$ cat config.mk
export PLATFORM = sky130hd
export DESIGN_NAME = annp_regs
export DESIGN_NICKNAME = d
export VERILOG_FILES = /design/src/hw/annp_pkg.sv /design/src/hw/annp_regs.sv
export SDC_FILE = /design/constraint.sdc
export NUM_CORES = 1
export LEC_CHECK = 0
export BUFFER_PORTS_ARGS = -buffer_cell sky130_fd_sc_hd__buf_2
export CORE_ASPECT_RATIO = 0.6
export CORE_MARGIN = 1
export CORE_UTILIZATION = 41
export DETAILED_ROUTE_END_ITERATION = 7
export GPL_ROUTABILITY_DRIVEN = 0
export PLACE_DENSITY = 0.9
export RECOVER_POWER = 100
export SETUP_SLACK_MARGIN = 0.1
export SLEW_MARGIN = 15
export SYNTH_ARGS = -nofsm -noshare
export SYNTH_HDL_FRONTEND = slang
export SYNTH_SLANG_ARGS = --single-unit
$ cat constraint.sdc
create_clock -name clk_i -period 2.2 [get_ports clk_i]
set_input_delay 0.22 -clock clk_i [delete_from_list [all_inputs] [get_ports clk_i]]
set_output_delay 0.22 -clock clk_i [all_outputs]
set_load 0.005 [all_outputs]
$ cat src/hw/annp_pkg.sv
// Function
// [RULE1] Partner next page capable bit set when received word shows next page.
// [RULE2] Local next page capable bit always reads one.
// [RULE3] Page received flag sets when a new partner word is stored.
// [RULE4] A read of the expansion status register clears page received.
// [RULE5] Page received latches high until cleared.
// [RULE6] Partner autoneg capable is zero until valid pulse bursts arrive, then one.
// [RULE7] Outgoing more pages flag copies the register bit.
// [RULE8] Next pages go out only when register bit set and partner capable.
// [RULE9] Reserved bit of next page transmit register reads zero.
// [RULE10] Software writes default values into reserved bits on every write.
// [RULE11] Outgoing page type flag comes from the register bit.
// [RULE12] Outgoing comply ack flag comes from the register bit.
// [RULE13] Toggle inverts with each transmitted next page word.
// [RULE14] First next page toggle is inverse of base word bit 11.
// [RULE15] Eleven-bit code field goes into the outgoing code positions.
// [RULE16] Writes to toggle and reserved bits are ignored.
package annp_pkg;
	// ****************************************
	// Register map
	// ****************************************
	localparam logic [7:0] ANNP_EXP_IDX = 8'h06;
	localparam logic [7:0] ANNP_NPTX_IDX = 8'h07;
	localparam logic [7:0] ANNP_IRQ_STAT_IDX = 8'h20;
	localparam logic [7:0] ANNP_IRQ_MASK_IDX = 8'h21;
	localparam int ANNP_NP_BIT = 15;
	localparam int ANNP_RSV_BIT = 14;
	localparam int ANNP_MP_BIT = 13;
	localparam int ANNP_COMPLY_ACK_FLAG_BIT = 12;
	localparam int ANNP_TOG_BIT = 11;
	localparam int ANNP_CODE_W = 11;
	localparam int ANNP_BASE_TOG_BIT = 11;
	localparam int ANNP_LPNP_BIT = 3;
	localparam int ANNP_LNP_BIT = 2;
	localparam int ANNP_PR_BIT = 1;
	localparam int ANNP_LPAN_BIT = 0;
	localparam logic [15:0] ANNP_NPTX_RST = 16'h2001;
	localparam logic [2:0] ANNP_IRQ_RST = 3'h0;

	typedef struct packed {
		logic more_pages_flag;
		logic page_type_flag;
		logic comply_ack_flag;
		logic toggle;
		logic [10:0] code;
	} annp_page_type;

	typedef struct packed {
		logic [15:0] nptx;
		logic toggle;
		logic first_np;
		logic lp_np_able;
		logic page_rx;
		logic lp_an_able;
		logic [2:0] irq_stat;
		logic [2:0] irq_mask;
		logic ack;
		logic [31:0] dat;
		logic irq;
		annp_page_type page;
		logic np_enable;
	} annp_state_type;
endpackage

$ cat src/hw/annp_regs.sv
`timescale 1ns/100ps
module annp_regs (
	input wire logic clk_i,
	input wire logic rst_i,
	input wire logic wb_cyc_i,
	input wire logic wb_stb_i,
	input wire logic wb_we_i,
	input wire logic [9:0] wb_adr_i,
	input wire logic [3:0] wb_sel_i,
	input wire logic [31:0] wb_dat_i,
	output logic [31:0] wb_dat_o,
	output logic wb_ack_o,
	output logic irq_o,
	input wire logic lcw_stored_i,
	input wire logic [15:0] lcw_rx_i,
	input wire logic flp_valid_i,
	input wire logic [15:0] base_word_i,
	input wire logic base_sent_i,
	input wire logic np_sent_i,
	input wire logic an_restart_i,
	output annp_pkg::annp_page_type np_page_o,
	output logic np_enable_o
);
	import annp_pkg::*;

	// ****************************************
	// Bus decode
	// ****************************************
	annp_state_type s_r;
	annp_state_type s_nxt;
	logic req;
	logic [7:0] idx;
	logic [15:0] exp_word;
	logic [2:0] ev;

	assign req = wb_cyc_i && wb_stb_i && !s_r.ack;
	assign idx = wb_adr_i[9:2];
	assign wb_dat_o = s_r.dat;
	assign wb_ack_o = s_r.ack;
	assign irq_o = s_r.irq;
	assign np_page_o = s_r.page;
	assign np_enable_o = s_r.np_enable;

	always_comb begin
		exp_word = 16'h0000;
		exp_word[ANNP_LPNP_BIT] = s_r.lp_np_able;
		exp_word[ANNP_LNP_BIT] = 1'b1; // [RULE2]
		exp_word[ANNP_PR_BIT] = s_r.page_rx;
		exp_word[ANNP_LPAN_BIT] = s_r.lp_an_able;
	end

	// ****************************************
	// Next state
	// ****************************************
	always_comb begin
		s_nxt = s_r;
		s_nxt.ack = req;
		ev = {lcw_stored_i, flp_valid_i && !s_r.lp_an_able, np_sent_i};
		if (lcw_stored_i && lcw_rx_i[ANNP_NP_BIT]) begin
			s_nxt.lp_np_able = 1'b1; // [RULE1]
		end
		if (flp_valid_i) begin
			s_nxt.lp_an_able = 1'b1; // [RULE6]
		end
		if (req && !wb_we_i) begin
			s_nxt.dat = 32'h0000_0000;
			unique case (idx)
				ANNP_EXP_IDX: begin
					s_nxt.dat[15:0] = exp_word;
					s_nxt.page_rx = 1'b0; // [RULE4]
				end
				ANNP_NPTX_IDX: begin
					s_nxt.dat[15:0] = s_r.nptx;
					s_nxt.dat[ANNP_RSV_BIT] = 1'b0; // [RULE9]
					s_nxt.dat[ANNP_TOG_BIT] = s_r.toggle;
				end
				ANNP_IRQ_STAT_IDX: begin
					s_nxt.dat[2:0] = s_r.irq_stat;
					s_nxt.irq_stat = 3'h0;
				end
				ANNP_IRQ_MASK_IDX: begin
					s_nxt.dat[2:0] = s_r.irq_mask;
				end
				default: begin
					s_nxt.dat = 32'h0000_0000;
				end
			endcase
		end
		if (req && wb_we_i) begin
			if (idx == ANNP_NPTX_IDX) begin
				if (wb_sel_i[1]) begin
					s_nxt.nptx[ANNP_NP_BIT] = wb_dat_i[ANNP_NP_BIT];
					s_nxt.nptx[ANNP_MP_BIT] = wb_dat_i[ANNP_MP_BIT];
					s_nxt.nptx[ANNP_COMPLY_ACK_FLAG_BIT] = wb_dat_i[ANNP_COMPLY_ACK_FLAG_BIT];
					s_nxt.nptx[10:8] = wb_dat_i[10:8]; // Toggle and reserved kept [RULE16]
				end
				if (wb_sel_i[0]) begin
					s_nxt.nptx[7:0] = wb_dat_i[7:0];
				end
			end
			if (idx == ANNP_IRQ_MASK_IDX && wb_sel_i[0]) begin
				s_nxt.irq_mask = wb_dat_i[2:0];
			end
		end
		// Set beats read clear, so an arrival during the read is not lost
		if (lcw_stored_i) begin
			s_nxt.page_rx = 1'b1; // [RULE3] [RULE5]
		end
		s_nxt.irq_stat = s_nxt.irq_stat | ev;
		if (an_restart_i) begin
			s_nxt.first_np = 1'b1;
		end
		if (base_sent_i) begin
			s_nxt.toggle = ~base_word_i[ANNP_BASE_TOG_BIT]; // [RULE14]
			s_nxt.first_np = 1'b0;
		end else if (np_sent_i) begin
			s_nxt.toggle = ~s_r.toggle; // [RULE13]
		end
		s_nxt.page.more_pages_flag = s_nxt.nptx[ANNP_NP_BIT]; // [RULE7]
		s_nxt.page.page_type_flag = s_nxt.nptx[ANNP_MP_BIT]; // [RULE11]
		s_nxt.page.comply_ack_flag = s_nxt.nptx[ANNP_COMPLY_ACK_FLAG_BIT]; // [RULE12]
		s_nxt.page.toggle = s_nxt.toggle;
		s_nxt.page.code = s_nxt.nptx[ANNP_CODE_W-1:0]; // [RULE15]
		s_nxt.np_enable = s_nxt.nptx[ANNP_NP_BIT] && s_nxt.lp_np_able; // [RULE8]
		s_nxt.irq = |(s_nxt.irq_stat & s_nxt.irq_mask);
		if (rst_i) begin
			s_nxt = '0;
			s_nxt.nptx = ANNP_NPTX_RST;
			s_nxt.first_np = 1'b1;
			s_nxt.irq_stat = ANNP_IRQ_RST;
			s_nxt.irq_mask = ANNP_IRQ_RST;
			s_nxt.page.page_type_flag = ANNP_NPTX_RST[ANNP_MP_BIT];
			s_nxt.page.code = ANNP_NPTX_RST[ANNP_CODE_W-1:0];
		end
	end

	always_ff @(posedge clk_i) begin
		s_r <= s_nxt;
	end

	// ****************************************
	// Check helpers
	// ****************************************
	// Decoded strobes keep the properties short; they hold no state
	logic rd_exp;
	logic rd_nptx;
	logic rd_stat;
	logic wr_nptx;
	assign rd_exp = req && !wb_we_i && idx == ANNP_EXP_IDX;
	assign rd_nptx = req && !wb_we_i && idx == ANNP_NPTX_IDX;
	assign rd_stat = req && !wb_we_i && idx == ANNP_IRQ_STAT_IDX;
	assign wr_nptx = req && wb_we_i && idx == ANNP_NPTX_IDX;

	// ****************************************
	// Bus handshake
	// ****************************************
	a_ack_pulse: assert property (@(posedge clk_i) disable iff (rst_i)
		req |=> wb_ack_o)
		else $error("request not acknowledged");

	a_ack_single: assert property (@(posedge clk_i) disable iff (rst_i)
		wb_ack_o |=> !wb_ack_o)
		else $error("acknowledge longer than one cycle");

	a_ack_cause: assert property (@(posedge clk_i) disable iff (rst_i)
		!req |=> !wb_ack_o)
		else $error("acknowledge without request");

	a_dat_hold: assert property (@(posedge clk_i) disable iff (rst_i)
		!(req && !wb_we_i) |=> $stable(wb_dat_o))
		else $error("read data moved without a read");

	a_unmapped_zero: assert property (@(posedge clk_i) disable iff (rst_i)
		(req && !wb_we_i && !rd_exp && !rd_nptx && !rd_stat && idx != ANNP_IRQ_MASK_IDX)
		|=> wb_dat_o == 32'h0000_0000) else $error("unmapped read not zero");

	a_upper_zero: assert property (@(posedge clk_i) disable iff (rst_i)
		(req && !wb_we_i) |=> wb_dat_o[31:16] == 16'h0000)
		else $error("upper read half not zero");

	// ****************************************
	// Expansion status
	// ****************************************
	a_pr_set: assert property (@(posedge clk_i) disable iff (rst_i) // [RULE3]
		lcw_stored_i |=> s_r.page_rx)
		else $error("page received not set");

	a_pr_clear: assert property (@(posedge clk_i) disable iff (rst_i) // [RULE4]
		(rd_exp && !lcw_stored_i) |=> !s_r.page_rx)
		else $error("page received not cleared by read");

	a_pr_latch: assert property (@(posedge clk_i) disable iff (rst_i) // [RULE5]
		(s_r.page_rx && !rd_exp) |=> s_r.page_rx)
		else $error("page received dropped");

	a_pr_cause: assert property (@(posedge clk_i) disable iff (rst_i) // [RULE3]
		(!s_r.page_rx && !lcw_stored_i) |=> !s_r.page_rx)
		else $error("page received set with no word");

	a_pr_read: assert property (@(posedge clk_i) disable iff (rst_i) // [RULE4]
		rd_exp |=> wb_dat_o[ANNP_PR_BIT] == $past(s_r.page_rx))
		else $error("page received read wrong");

	a_lpnp_set: assert property (@(posedge clk_i) disable iff (rst_i) // [RULE1]
		(lcw_stored_i && lcw_rx_i[ANNP_NP_BIT]) |=> s_r.lp_np_able)
		else $error("partner next page not set");

	a_lpnp_hold: assert property (@(posedge clk_i) disable iff (rst_i) // [RULE1]
		s_r.lp_np_able |=> s_r.lp_np_able)
		else $error("partner next page dropped");

	a_lpnp_cause: assert property (@(posedge clk_i) disable iff (rst_i) // [RULE1]
		(!s_r.lp_np_able && !(lcw_stored_i && lcw_rx_i[ANNP_NP_BIT])) |=> !s_r.lp_np_able)
		else $error("partner next page set with no cause");

	a_lpnp_read: assert property (@(posedge clk_i) disable iff (rst_i) // [RULE1]
		rd_exp |=> wb_dat_o[ANNP_LPNP_BIT] == $past(s_r.lp_np_able))
		else $error("partner next page read wrong");

	a_lnp_one: assert property (@(posedge clk_i) disable iff (rst_i) // [RULE2]
		rd_exp |=> wb_dat_o[ANNP_LNP_BIT])
		else $error("local next page capable read zero");

	a_exp_rsv: assert property (@(posedge clk_i) disable iff (rst_i)
		rd_exp |=> wb_dat_o[15:4] == 12'h000)
		else $error("expansion upper bits not zero");

	a_lpan_set: assert property (@(posedge clk_i) disable iff (rst_i) // [RULE6]
		flp_valid_i |=> s_r.lp_an_able)
		else $error("partner autoneg not set");

	a_lpan_hold: assert property (@(posedge clk_i) disable iff (rst_i) // [RULE6]
		s_r.lp_an_able |=> s_r.lp_an_able)
		else $error("partner autoneg lost");

	a_lpan_cause: assert property (@(posedge clk_i) disable iff (rst_i) // [RULE6]
		(!s_r.lp_an_able && !flp_valid_i) |=> !s_r.lp_an_able)
		else $error("partner autoneg set with no bursts");

	a_lpan_read: assert property (@(posedge clk_i) disable iff (rst_i) // [RULE6]
		rd_exp |=> wb_dat_o[ANNP_LPAN_BIT] == $past(s_r.lp_an_able))
		else $error("partner autoneg read wrong");

	// ****************************************
	// Next page transmit
	// ****************************************
	a_tog_flip: assert property (@(posedge clk_i) disable iff (rst_i) // [RULE13]
		(np_sent_i && !base_sent_i) |=> s_r.page.toggle != $past(s_r.page.toggle))
		else $error("toggle did not invert");

	a_tog_init: assert property (@(posedge clk_i) disable iff (rst_i) // [RULE14]
		base_sent_i |=> s_r.page.toggle == !$past(base_word_i[ANNP_BASE_TOG_BIT]))
		else $error("toggle init wrong");

	a_tog_ro: assert property (@(posedge clk_i) disable iff (rst_i) // [RULE16]
		(!base_sent_i && !np_sent_i) |=> $stable(s_r.toggle))
		else $error("toggle moved with no sent word");

	a_tog_read: assert property (@(posedge clk_i) disable iff (rst_i) // [RULE13]
		rd_nptx |=> wb_dat_o[ANNP_TOG_BIT] == $past(s_r.toggle))
		else $error("toggle read wrong");

	a_tog_out: assert property (@(posedge clk_i) disable iff (rst_i) // [RULE13]
		s_r.page.toggle == s_r.toggle)
		else $error("outgoing toggle differs");

	a_np_gate: assert property (@(posedge clk_i) disable iff (rst_i) // [RULE8]
		s_r.np_enable |-> (s_r.nptx[ANNP_NP_BIT] && s_r.lp_np_able))
		else $error("next page enabled wrongly");

	a_np_en_set: assert property (@(posedge clk_i) disable iff (rst_i) // [RULE8]
		(s_r.nptx[ANNP_NP_BIT] && s_r.lp_np_able) |-> s_r.np_enable)
		else $error("next page not enabled");

	a_rsv_read: assert property (@(posedge clk_i) disable iff (rst_i) // [RULE9]
		rd_nptx |=> !wb_dat_o[ANNP_RSV_BIT])
		else $error("reserved bit read one");

	a_ro_write: assert property (@(posedge clk_i) disable iff (rst_i) // [RULE16]
		!s_r.nptx[ANNP_RSV_BIT])
		else $error("reserved bit changed");

	a_nptx_tog0: assert property (@(posedge clk_i) disable iff (rst_i) // [RULE16]
		!s_r.nptx[ANNP_TOG_BIT])
		else $error("toggle position written");

	a_nptx_hold: assert property (@(posedge clk_i) disable iff (rst_i)
		!wr_nptx |=> $stable(s_r.nptx))
		else $error("transmit register moved with no write");

	a_np_write: assert property (@(posedge clk_i) disable iff (rst_i) // [RULE7]
		(wr_nptx && wb_sel_i[1]) |=> s_r.nptx[ANNP_NP_BIT] == $past(wb_dat_i[ANNP_NP_BIT]))
		else $error("more pages bit not written");

	a_code_write: assert property (@(posedge clk_i) disable iff (rst_i) // [RULE15]
		(wr_nptx && wb_sel_i[0]) |=> s_r.nptx[7:0] == $past(wb_dat_i[7:0]))
		else $error("code low byte not written");

	a_page_copy: assert property (@(posedge clk_i) disable iff (rst_i) // [RULE7]
		s_r.page.more_pages_flag == s_r.nptx[ANNP_NP_BIT])
		else $error("outgoing more pages mismatch");

	a_mp_out: assert property (@(posedge clk_i) disable iff (rst_i) // [RULE11]
		s_r.page.page_type_flag == s_r.nptx[ANNP_MP_BIT])
		else $error("outgoing page type mismatch");

	a_comply_ack_flag_out: assert property (@(posedge clk_i) disable iff (rst_i) // [RULE12]
		s_r.page.comply_ack_flag == s_r.nptx[ANNP_COMPLY_ACK_FLAG_BIT])
		else $error("outgoing comply ack mismatch");

	a_code_out: assert property (@(posedge clk_i) disable iff (rst_i) // [RULE15]
		s_r.page.code == s_r.nptx[ANNP_CODE_W-1:0])
		else $error("outgoing code mismatch");

	// ****************************************
	// Interrupt and restart
	// ****************************************
	a_irq_level: assert property (@(posedge clk_i) disable iff (rst_i)
		irq_o == |(s_r.irq_stat & s_r.irq_mask))
		else $error("interrupt level wrong");

	a_irq_pr: assert property (@(posedge clk_i) disable iff (rst_i)
		lcw_stored_i |=> s_r.irq_stat[2])
		else $error("stored word status not set");

	a_irq_sticky: assert property (@(posedge clk_i) disable iff (rst_i)
		(s_r.irq_stat[2] && !rd_stat) |=> s_r.irq_stat[2])
		else $error("stored word status dropped");

	a_irq_clear: assert property (@(posedge clk_i) disable iff (rst_i)
		(rd_stat && !lcw_stored_i && !flp_valid_i && !np_sent_i) |=> s_r.irq_stat == 3'h0)
		else $error("status not cleared by read");

	a_first_clear: assert property (@(posedge clk_i) disable iff (rst_i)
		base_sent_i |=> !s_r.first_np)
		else $error("first page marker not cleared");

	a_first_set: assert property (@(posedge clk_i) disable iff (rst_i)
		(an_restart_i && !base_sent_i) |=> s_r.first_np)
		else $error("first page marker not set");
endmodule

== Word-level counts from Yosys, hierarchy flattened ==
Index checks and enable logic that the tools add are counted.

* Equality and inequality tests: 4
* Muxes and demuxes: 22
* Bitwise gates (word level): 4
* Reduce and logical (&&, ||, !) cells: 16

{| class="wikitable"
|+ Operators with widths
! kind !! number
|-
| $pmux W13 S2 || 1
|-
| $mux W11 || 2
|-
| $eq A8 B3 Y1 const B || 2
|-
| $eq A8 B6 Y1 const B || 2
|-
| $mux W3 || 5
|-
| $pmux W3 S4 || 1
|-
| $mux W1 || 9
|-
| $logic_and A1 B1 Y1 || 8
|-
| $mux W8 || 1
|-
| $mux W2 || 3
|-
| $reduce_bool A2 Y1 || 3
|-
| $and A3 B3 Y3 || 1
|-
| $logic_not A1 Y1 || 3
|-
| $or A3 B3 Y3 || 1
|-
| $reduce_or A3 Y1 || 1
|-
| $not A1 Y1 || 2
|-
| $reduce_and A2 Y1 || 1
|}

* Register bits after elaboration: 57
* Input port bits: 88
* Output and inout port bits: 50
* Word-level logic and storage cells: 61

== Depth between registers and ports, before layout ==
Gate-level depths: netlist of run 1.

* Depth in word-level cells: 7
* Gate-level depth with buffers: 6
* Mapped depth without buffers: 5

== Worst setup path after synthesis of run 1 ==
No wires, ideal clock.

* Path kind: input-to-reg
* Start point: in wb_adr_i[5]
* End point: reg s_r (netlist bit irq_o)
* Setup time: 0.127 ns
* Arrival: 1.884 ns
* Required time: 2.073 ns
* Slack: 0.189 ns
* Cell stages on the path: 5
* Buffers on the path: 0
* Cells stage by stage: or4_4 > nor4_2 > mux2i_1 > nor3_1 > or3_1

* Word-level cells in the longest chain between the ends: 6
* Elaborated cells between the ends (all ways): 10
* Classes of those cells: eq/ne: 2; mux: 4; bitwise: 2; reduce/logical: 2

{| class="wikitable"
|+ RTL lines
! element !! RTL line !! source
|-
| from (decl) || annp_regs.sv:8 || <nowiki>input wire logic [9:0] wb_adr_i,</nowiki>
|-
| $eq A8 B6 Y1 (on tied branches) || annp_regs.sv:67, annp_regs.sv:101 ||
|-
| $mux W3 or $logic_and A1 B1 Y1 (tied branches) || annp_regs.sv:67, annp_regs.sv:101 ||
|-
| $mux W3 (on tied branches) || annp_regs.sv:65, annp_regs.sv:101 ||
|-
| $or A3 B3 Y3 or $mux W3 (tied branches) || annp_regs.sv:109, annp_regs.sv:89 ||
|-
| $and A3 B3 Y3 (*) || annp_regs.sv:125 || <nowiki>s_nxt.irq = |(s_nxt.irq_stat & s_nxt.irq_mask);</nowiki>
|-
| $reduce_or A3 Y1 (*) || annp_regs.sv:125 ||
|-
| to (signal assigned) || annp_regs.sv:138 || <nowiki>s_r <= s_nxt;</nowiki>
|-
| to (decl) || annp_regs.sv:29 || <nowiki>annp_state_type s_r;</nowiki>
|}

Mark *: on every way between the ends. The rest lies on a longest branch, timed or not.
A chain may end at the register's enable or synchronous reset.

== Final worst setup path of run 1 ==
* Start point: reg s_r (netlist bit wb_ack_o)
* End point: reg s_r (netlist bit irq_o)

* Word-level cells in the longest chain between the ends: 7
* Elaborated cells between the ends (all ways): 9
* Classes of those cells: mux: 2; bitwise: 2; reduce/logical: 5

{| class="wikitable"
|+ RTL lines
! element !! RTL line !! source
|-
| $logic_not A1 Y1 (*) || annp_regs.sv:36 || <nowiki>assign req = wb_cyc_i && wb_stb_i && !s_r.ack;</nowiki>
|-
| $logic_and A1 B1 Y1 (*) || annp_regs.sv:36 ||
|-
| $logic_and A1 B1 Y1 || -- ||
|-
| $mux W3 || annp_regs.sv:65 || <nowiki>if (req && !wb_we_i) begin</nowiki>
|-
| $or A3 B3 Y3 || annp_regs.sv:109 || <nowiki>s_nxt.irq_stat = s_nxt.irq_stat | ev;</nowiki>
|-
| $and A3 B3 Y3 (*) || annp_regs.sv:125 ||
|-
| $reduce_or A3 Y1 (*) || annp_regs.sv:125 ||
|}

Marked as above.

==> reports/qor.yml, run 1 <==
worst_setup_path:
  timing.rr.start: "wb_ack_o$_SDFF_PP0_"
  r2r_end: "irq_o$_SDFF_PP0_"
  endpoint_kind: "register"
  cp_max_fo: 6
  worst_ep_arrival_time_ns: 2.14
  path_class: "register to register"
  cp_top_family: "simple AND/OR/NAND/NOR gates"
  setup.worst_path.start: "wb_ack_o$_SDFF_PP0_"
  cp-start-kind: "register"
  cp_slowest_cell: "dfxtp_1"
  r2r_cells: 6
  path_buf_inv: 1
  crit_chain: "nand4b_1, nor4_1, buf_4, mux2i_1, nor3_1, or3_1"
  cp_slowest_stage_delay_ns: 0.37
  cp.required_ns: 2.37
  r2r_slack_ns: 0.22
cells_and_area:
  syn2layout_area_growth_pct: 10.7
  fin_area_sq_um: 2230
  fillers: 491
  fin_nets: 343
  postLayoutCoreUtil_pct: 48.0
  seqCellArea_sq_um: 841
  multiInputGateArea_sq_um: 838
  num_antenna_cells: 0
  instances_no_fill: 319
  layout-drive-gt1-share_pct: 28.9
timing:
  tns_ns: 0
  slew_viol_final: 0
  skew_ns: 0.00783
  grt_setup_unrepaired: "false"
  setup_viol: 0
  slew_headroom_pct: 24.3
  report.final.hold_viol_count: 0
  tightest_slew_ns: 1.13
  period_minus_slack_ns: 1.98
  whs_ns: 0.117
  fmax_mhz: 506
  setup_ws_ns: 0.225
  layout_worst_path_cycle_share_pct: 89.8
routing:
  dr.pass1.iters: 4
  drc: 0
  wl_um: 4290
  routedWlPerCell_um: 13.5
  num_vias: 1529
  vias_per_cell: 4.79
  ant_nets: 0
  drtIter0Drc: 55
synthesis:
  synth_top_area_share_pct: 41.8
  yosysTopAreaCell: "dfxtp_1"
  ys_ff_latch: 42
  synth.most_common_cell: "buf_4"
  synth.area.top_cells: "dfxtp_1, buf_4, mux2i_1"
  yosys-top-cells-count: "buf_4, dfxtp_1, nor2_1, mux2i_1, a22oi_1"
  ys_seq_area_share_pct: 41.8
  yosysWarnings: 0
  synth_edf_count: 0
  synthCells: 213
  yosys.cell_types.count: 37
  ys.flop_type: "dfxtp_1"
  synth_area_per_cell_sq_um: 9.44
  synthesis.area_sq_um: 2010
  ys_async_sr_fraction_pct: 0
hold_path:
  min_path_cells: 2
  min-delay-start: "base_word_i[11]"
  hp-class: "primary input to register"
  min_to: "np_page_o[11]$_SDFFE_PP0P_"
power:
  vdd_drop_max_mv: 0.284
  powerDensity_nw_per_um2: 664
  p_total_mw: 1.48
  p_leak_nw: 0.959
clocking:
  cts-htree-levels: 2
  clkLatencyLatePin_ns: 0.29
  cts_sinks: 42
  postCtsHoldBufs: 0
  tritoncts: "built"
  clk_root_buffer_cell: "clkbuf_8"
  clk_pin_slew_ns: 0.08
  clockBufferDepth: 2
  cts_buffers: 5
global_routing:
  grt_max_degree: 27
  grt_pass1_wl_um: 6770
  grt-ovfl-total: 0
  grtUsageTotal_pct: 17.2
  grt_pass1_vias: 1386
  antenna_found_initial: 0
floorplan:
  dieHeight_um: 56.2
  io_pins: 138
  rows: 19
  core_area_sq_um: 4640
  chipWidth_um: 92.4
  dieArea_sq_um: 5200
  start_util_pct: 43.4
status:
  outcome: "complete, no violations"
place:
  port_buffers: 67
  pre_cts_slack_ns: 0.0254
  postPlaceCellArea_sq_um: 2150
  dp_cells: 310
  dp_hpwl_um: 3260
flow_run:
  drv_cap: 0
[area by class of cell]
type                       count  area share [%]
clock inverter                 2            1.69
multi-input combinational    132            37.7
tap                           63            3.54
sequential                    42            37.8
clock buffer                   6            3.26
timing repair buffer          74            16.1
[how the worst max path moves through the flow]
| stage | cells after the start | to |
|---|---|---|
| 6_report | 6 | irq_o$_SDFF_PP0_ |
| 5_1_grt | 7 | np_enable_o$_SDFF_PP0_ |
| 4_1_cts | 6 | irq_o$_SDFF_PP0_ |
| 3_5_place_dp | 7 | irq_o$_SDFF_PP0_ |
| 3_3_place_gp | 6 | irq_o$_SDFF_PP0_ |
| 2_1_floorplan | 5 | irq_o$_SDFF_PP0_ |
[power breakdown]
part	internal (mW)	total (mW)	switching [mW]
Combinational	0.0435	0.107	0.0631
Clock	0.338	0.594	0.255
Sequential	0.770	0.777	0.00705
[routing by layer]
layer | part of all wire [%] | global-route usage, % | vias to the layer above
li1 | - | - | 760
met1 | 49 | 23.7 | 713
met2 | 44 | 25.3 | 56
met3 | 6.8 | 6.01 | 0
met4 | 0 | 4.69 | 0
met5 | 0 | 0 | -
[logic make-up after synthesis]
| group | count (synthesis) | synth area share (%) |
|---|---|---|
| other cells | 1 | 0.187 |
| mux | 20 | 10.0 |
| simple gates | 64 | 17.8 |
| flops | 42 | 41.8 |
| compound gates | 30 | 10.7 |
| xor+xnor | 1 | 0.436 |
| buf+inv | 55 | 19.0 |
[layout by cell type, fill, tap and decap left out, drive strengths merged, types with 2 or more instances in the layout]
cell,n
buf,59
nand2,4
a22oi,11
a22o,3
a21oi,7
nor2,35
nor2b,2
clkbuf,21
conb,17
or3,2
o22ai,2
a211oi,2
mux2i,19
nand2b,2
nand3,2
nor3,6
dfxtp,42
nor4,2
a211o,2
or4,2
[what timing repair did]
action                     4_1_cts  5_1_grt
hold endpoints to repair         0        0
setup endpoints to repair        0        1
setup buffers                    0        1
resized for setup                0        1
[flip-flops by register name, summed over array words and instances (netlist names)]
| name | flops |
|---|---|
| np_page_o | 1 |
| wb_dat_o | 15 |
| exp_word | 3 |
| np_enable_o | 1 |
| s_r | 20 |
| wb_ack_o | 1 |
| irq_o | 1 |
(Power assumes the default switching activity.)
==> inputs of run 2 (changes only) <==
--- a/config.mk
+++ b/config.mk
@@ -6,12 +6,14 @@
 export NUM_CORES = 1
 export LEC_CHECK = 0
 export BUFFER_PORTS_ARGS = -buffer_cell sky130_fd_sc_hd__buf_2
+export CELL_PAD_IN_SITES_DETAIL_PLACEMENT = 0
+export CELL_PAD_IN_SITES_GLOBAL_PLACEMENT = 1
 export CORE_ASPECT_RATIO = 0.6
 export CORE_MARGIN = 1
-export CORE_UTILIZATION = 41
+export CORE_UTILIZATION = 29
 export DETAILED_ROUTE_END_ITERATION = 7
 export GPL_ROUTABILITY_DRIVEN = 0
-export PLACE_DENSITY = 0.9
+export PLACE_DENSITY = 0.92
 export RECOVER_POWER = 100
 export SETUP_SLACK_MARGIN = 0.1
 export SLEW_MARGIN = 15
==> run 2 against run 1 <==
Clock skew down 0.0032 ns. Maximum frequency down 4.0%. Clock power up 23%.
==> reports/qor.yml, run 2 (same netlist as run 1, synthesis figures left out) <==
power:
  vdd_drop_max_mv: 0.274  # was 0.284 mV
  p_total_mw: 1.62  # was 1.48 mW
  powerDensity_nw_per_um2: 708  # was 664 nW/um^2
  p_leak_nw: 0.947  # was 0.959 nW
clocking:
  clockBufferDepth: 2  # unchanged
  postCtsHoldBufs: 0  # unchanged
  cts_sinks: 42  # unchanged
  post_cts_resized: 0  # unchanged
  cts_buffers: 5  # unchanged
  postCtsSetupBuffers: 0  # unchanged
  cts-htree-levels: 2  # unchanged
  clk_root_buffer_cell: "clkbuf_16"  # was clkbuf_8
  clkLatencyLatePin_ns: 0.27  # was 0.29 ns
  tritoncts: "built"  # unchanged
  clk_pin_slew_ns: 0.06  # was 0.08 ns
timing:
  grt_setup_unrepaired: "false"  # unchanged
  whs_ns: 0.124  # was 0.117 ns
  tns_ns: 0  # unchanged
  slew_headroom_pct: 49.5  # was 24.3%
  tightest_slew_ns: 0.758  # was 1.13 ns
  layout_worst_path_cycle_share_pct: 93.5  # was 89.8%
  period_minus_slack_ns: 2.06  # was 1.98 ns
  skew_ns: 0.00459  # was 0.00783 ns
  setup_ws_ns: 0.142  # was 0.225 ns
  setup_viol: 0  # unchanged
  report.final.hold_viol_count: 0  # unchanged
  fmax_mhz: 486  # was 506 MHz
  slew_viol_final: 0  # unchanged
place:
  dp_hpwl_um: 3450  # was 3260 um
  postPlaceCellArea_sq_um: 2180  # was 2150 sq um
  pre_cts_slack_ns: 0.0211  # was 0.0254 ns
  dp_cells: 335  # was 310
  port_buffers: 67  # unchanged
global_routing:
  grt_use_met3_pct: 4.31  # was 6.01%
  grt_use_met2_pct: 17.5  # was 25.3%
  grt_pass1_vias: 1366  # was 1386
  grt_pass1_wl_um: 6850  # was 6770 um
  grt-ovfl-total: 0  # unchanged
  busiest_layer: "met1"  # was met2
  grtUsageTotal_pct: 12.6  # was 17.2%
  use_met1_pct: 18.4  # was 23.7%
  grt_max_degree: 25  # was 27
  antenna_found_initial: 0  # unchanged
cells_and_area:
  mostFrequentLayoutCells: "buf_2, dfxtp_1, nor2_1"  # unchanged
  fin_nets: 343  # unchanged
  layout-drive-gt1-share_pct: 26.2  # was 28.9%
  num_antenna_cells: 0  # unchanged
  largest_reg_flops: 20  # unchanged
  postLayoutCoreUtil_pct: 34.2  # was 48.0%
  fin_area_sq_um: 2280  # was 2230 sq um
  largest_register: "s_r"  # unchanged
  instances_no_fill: 343  # was 319
  syn2layout_area_growth_pct: 13.5  # was 10.7%
  final_common_cell: "buf_2"  # unchanged
floorplan:
  dieHeight_um: 66.5  # was 56.2 um
  rows: 23  # was 19
  start_util_pct: 30.1  # was 43.4%
  dieArea_sq_um: 7280  # was 5200 sq um
  chipWidth_um: 109  # was 92.4 um
  core_area_sq_um: 6680  # was 4640 sq um
  io_pins: 138  # unchanged
routing:
  drc: 0  # unchanged
  drtIter0Drc: 57  # was 55
  wl_um: 4450  # was 4290 um
  dr.pass1.iters: 4  # unchanged
  ant_nets: 0  # unchanged
  num_vias: 1529  # unchanged
  vias_per_cell: 4.46  # was 4.79
  routedWlPerCell_um: 13.0  # was 13.5 um
worst_setup_path:
  worst_ep_arrival_time_ns: 2.21  # was 2.14 ns
  cp.required_ns: 2.35  # was 2.37 ns
  crit_chain: "nand4bb_1, or4_1, a21oi_1, nor3_1, or3_1"  # was nand4b_1, nor4_1, buf_4, mux2i_1, nor3_1, or3_1
  cp_slowest_stage_delay_ns: 0.62  # was 0.37 ns
  cp-start-kind: "register"  # unchanged
  endpoint_kind: "register"  # unchanged
  cp_slowest_cell: "or4_1"  # was dfxtp_1
  path_class: "register to register"  # unchanged
  cp_max_fo: 6  # unchanged
flow_run:
  drv_cap: 0  # unchanged
hold_path:
  hp-class: "primary input to register"  # unchanged
status:
  outcome: "complete, no violations"  # unchanged
## run 2: layer usage
layer	wire length, um	vias to the layer above
met2	1820	41
li1	-	765
met3	325	2
met5	0	-
met1	2290	721
met4	8	0
## run 2: final timing paths
check / from / endpoint / slack (ns) / cells past startpoint
min reg2reg: wb_dat_o[3]$_SDFFE_PP0N_ / wb_dat_o[3]$_SDFFE_PP0N_ / 0.46 / 2
max: wb_ack_o$_SDFF_PP0_ / irq_o$_SDFF_PP0_ / 0.14 / 5
min: base_word_i[11] / np_page_o[11]$_SDFFE_PP0P_ / 0.12 / 2
max reg2reg: wb_ack_o$_SDFF_PP0_ / irq_o$_SDFF_PP0_ / 0.14 / 5
## run 2: worst max-delay path: cells and delay by family (launching register included)
| kind | cells | cell delay (ns) |
|---|---|---|
| AOI/OAI and AO/OA | 1 | 0.23 |
| DFF | 1 | 0.37 |
| and+or+nand+nor | 4 | 1.34 |
## run 2: cell type report
cell class | instances | area, sq um
fillers | 723 | 4390
clock buffers | 7 | 143
multi-input cells | 132 | 832
clock inverters | 1 | 5.00
flip-flops and latches | 42 | 841
repair buffers | 74 | 353
well taps | 87 | 109
## run 2: power by group
group | switching, mW | internal (mW) | total [mW]
sequential | 0.00728 | 0.771 | 0.778
clock | 0.283 | 0.450 | 0.733
combinational | 0.0624 | 0.0420 | 0.104
total | 0.353 | 1.26 | 1.62
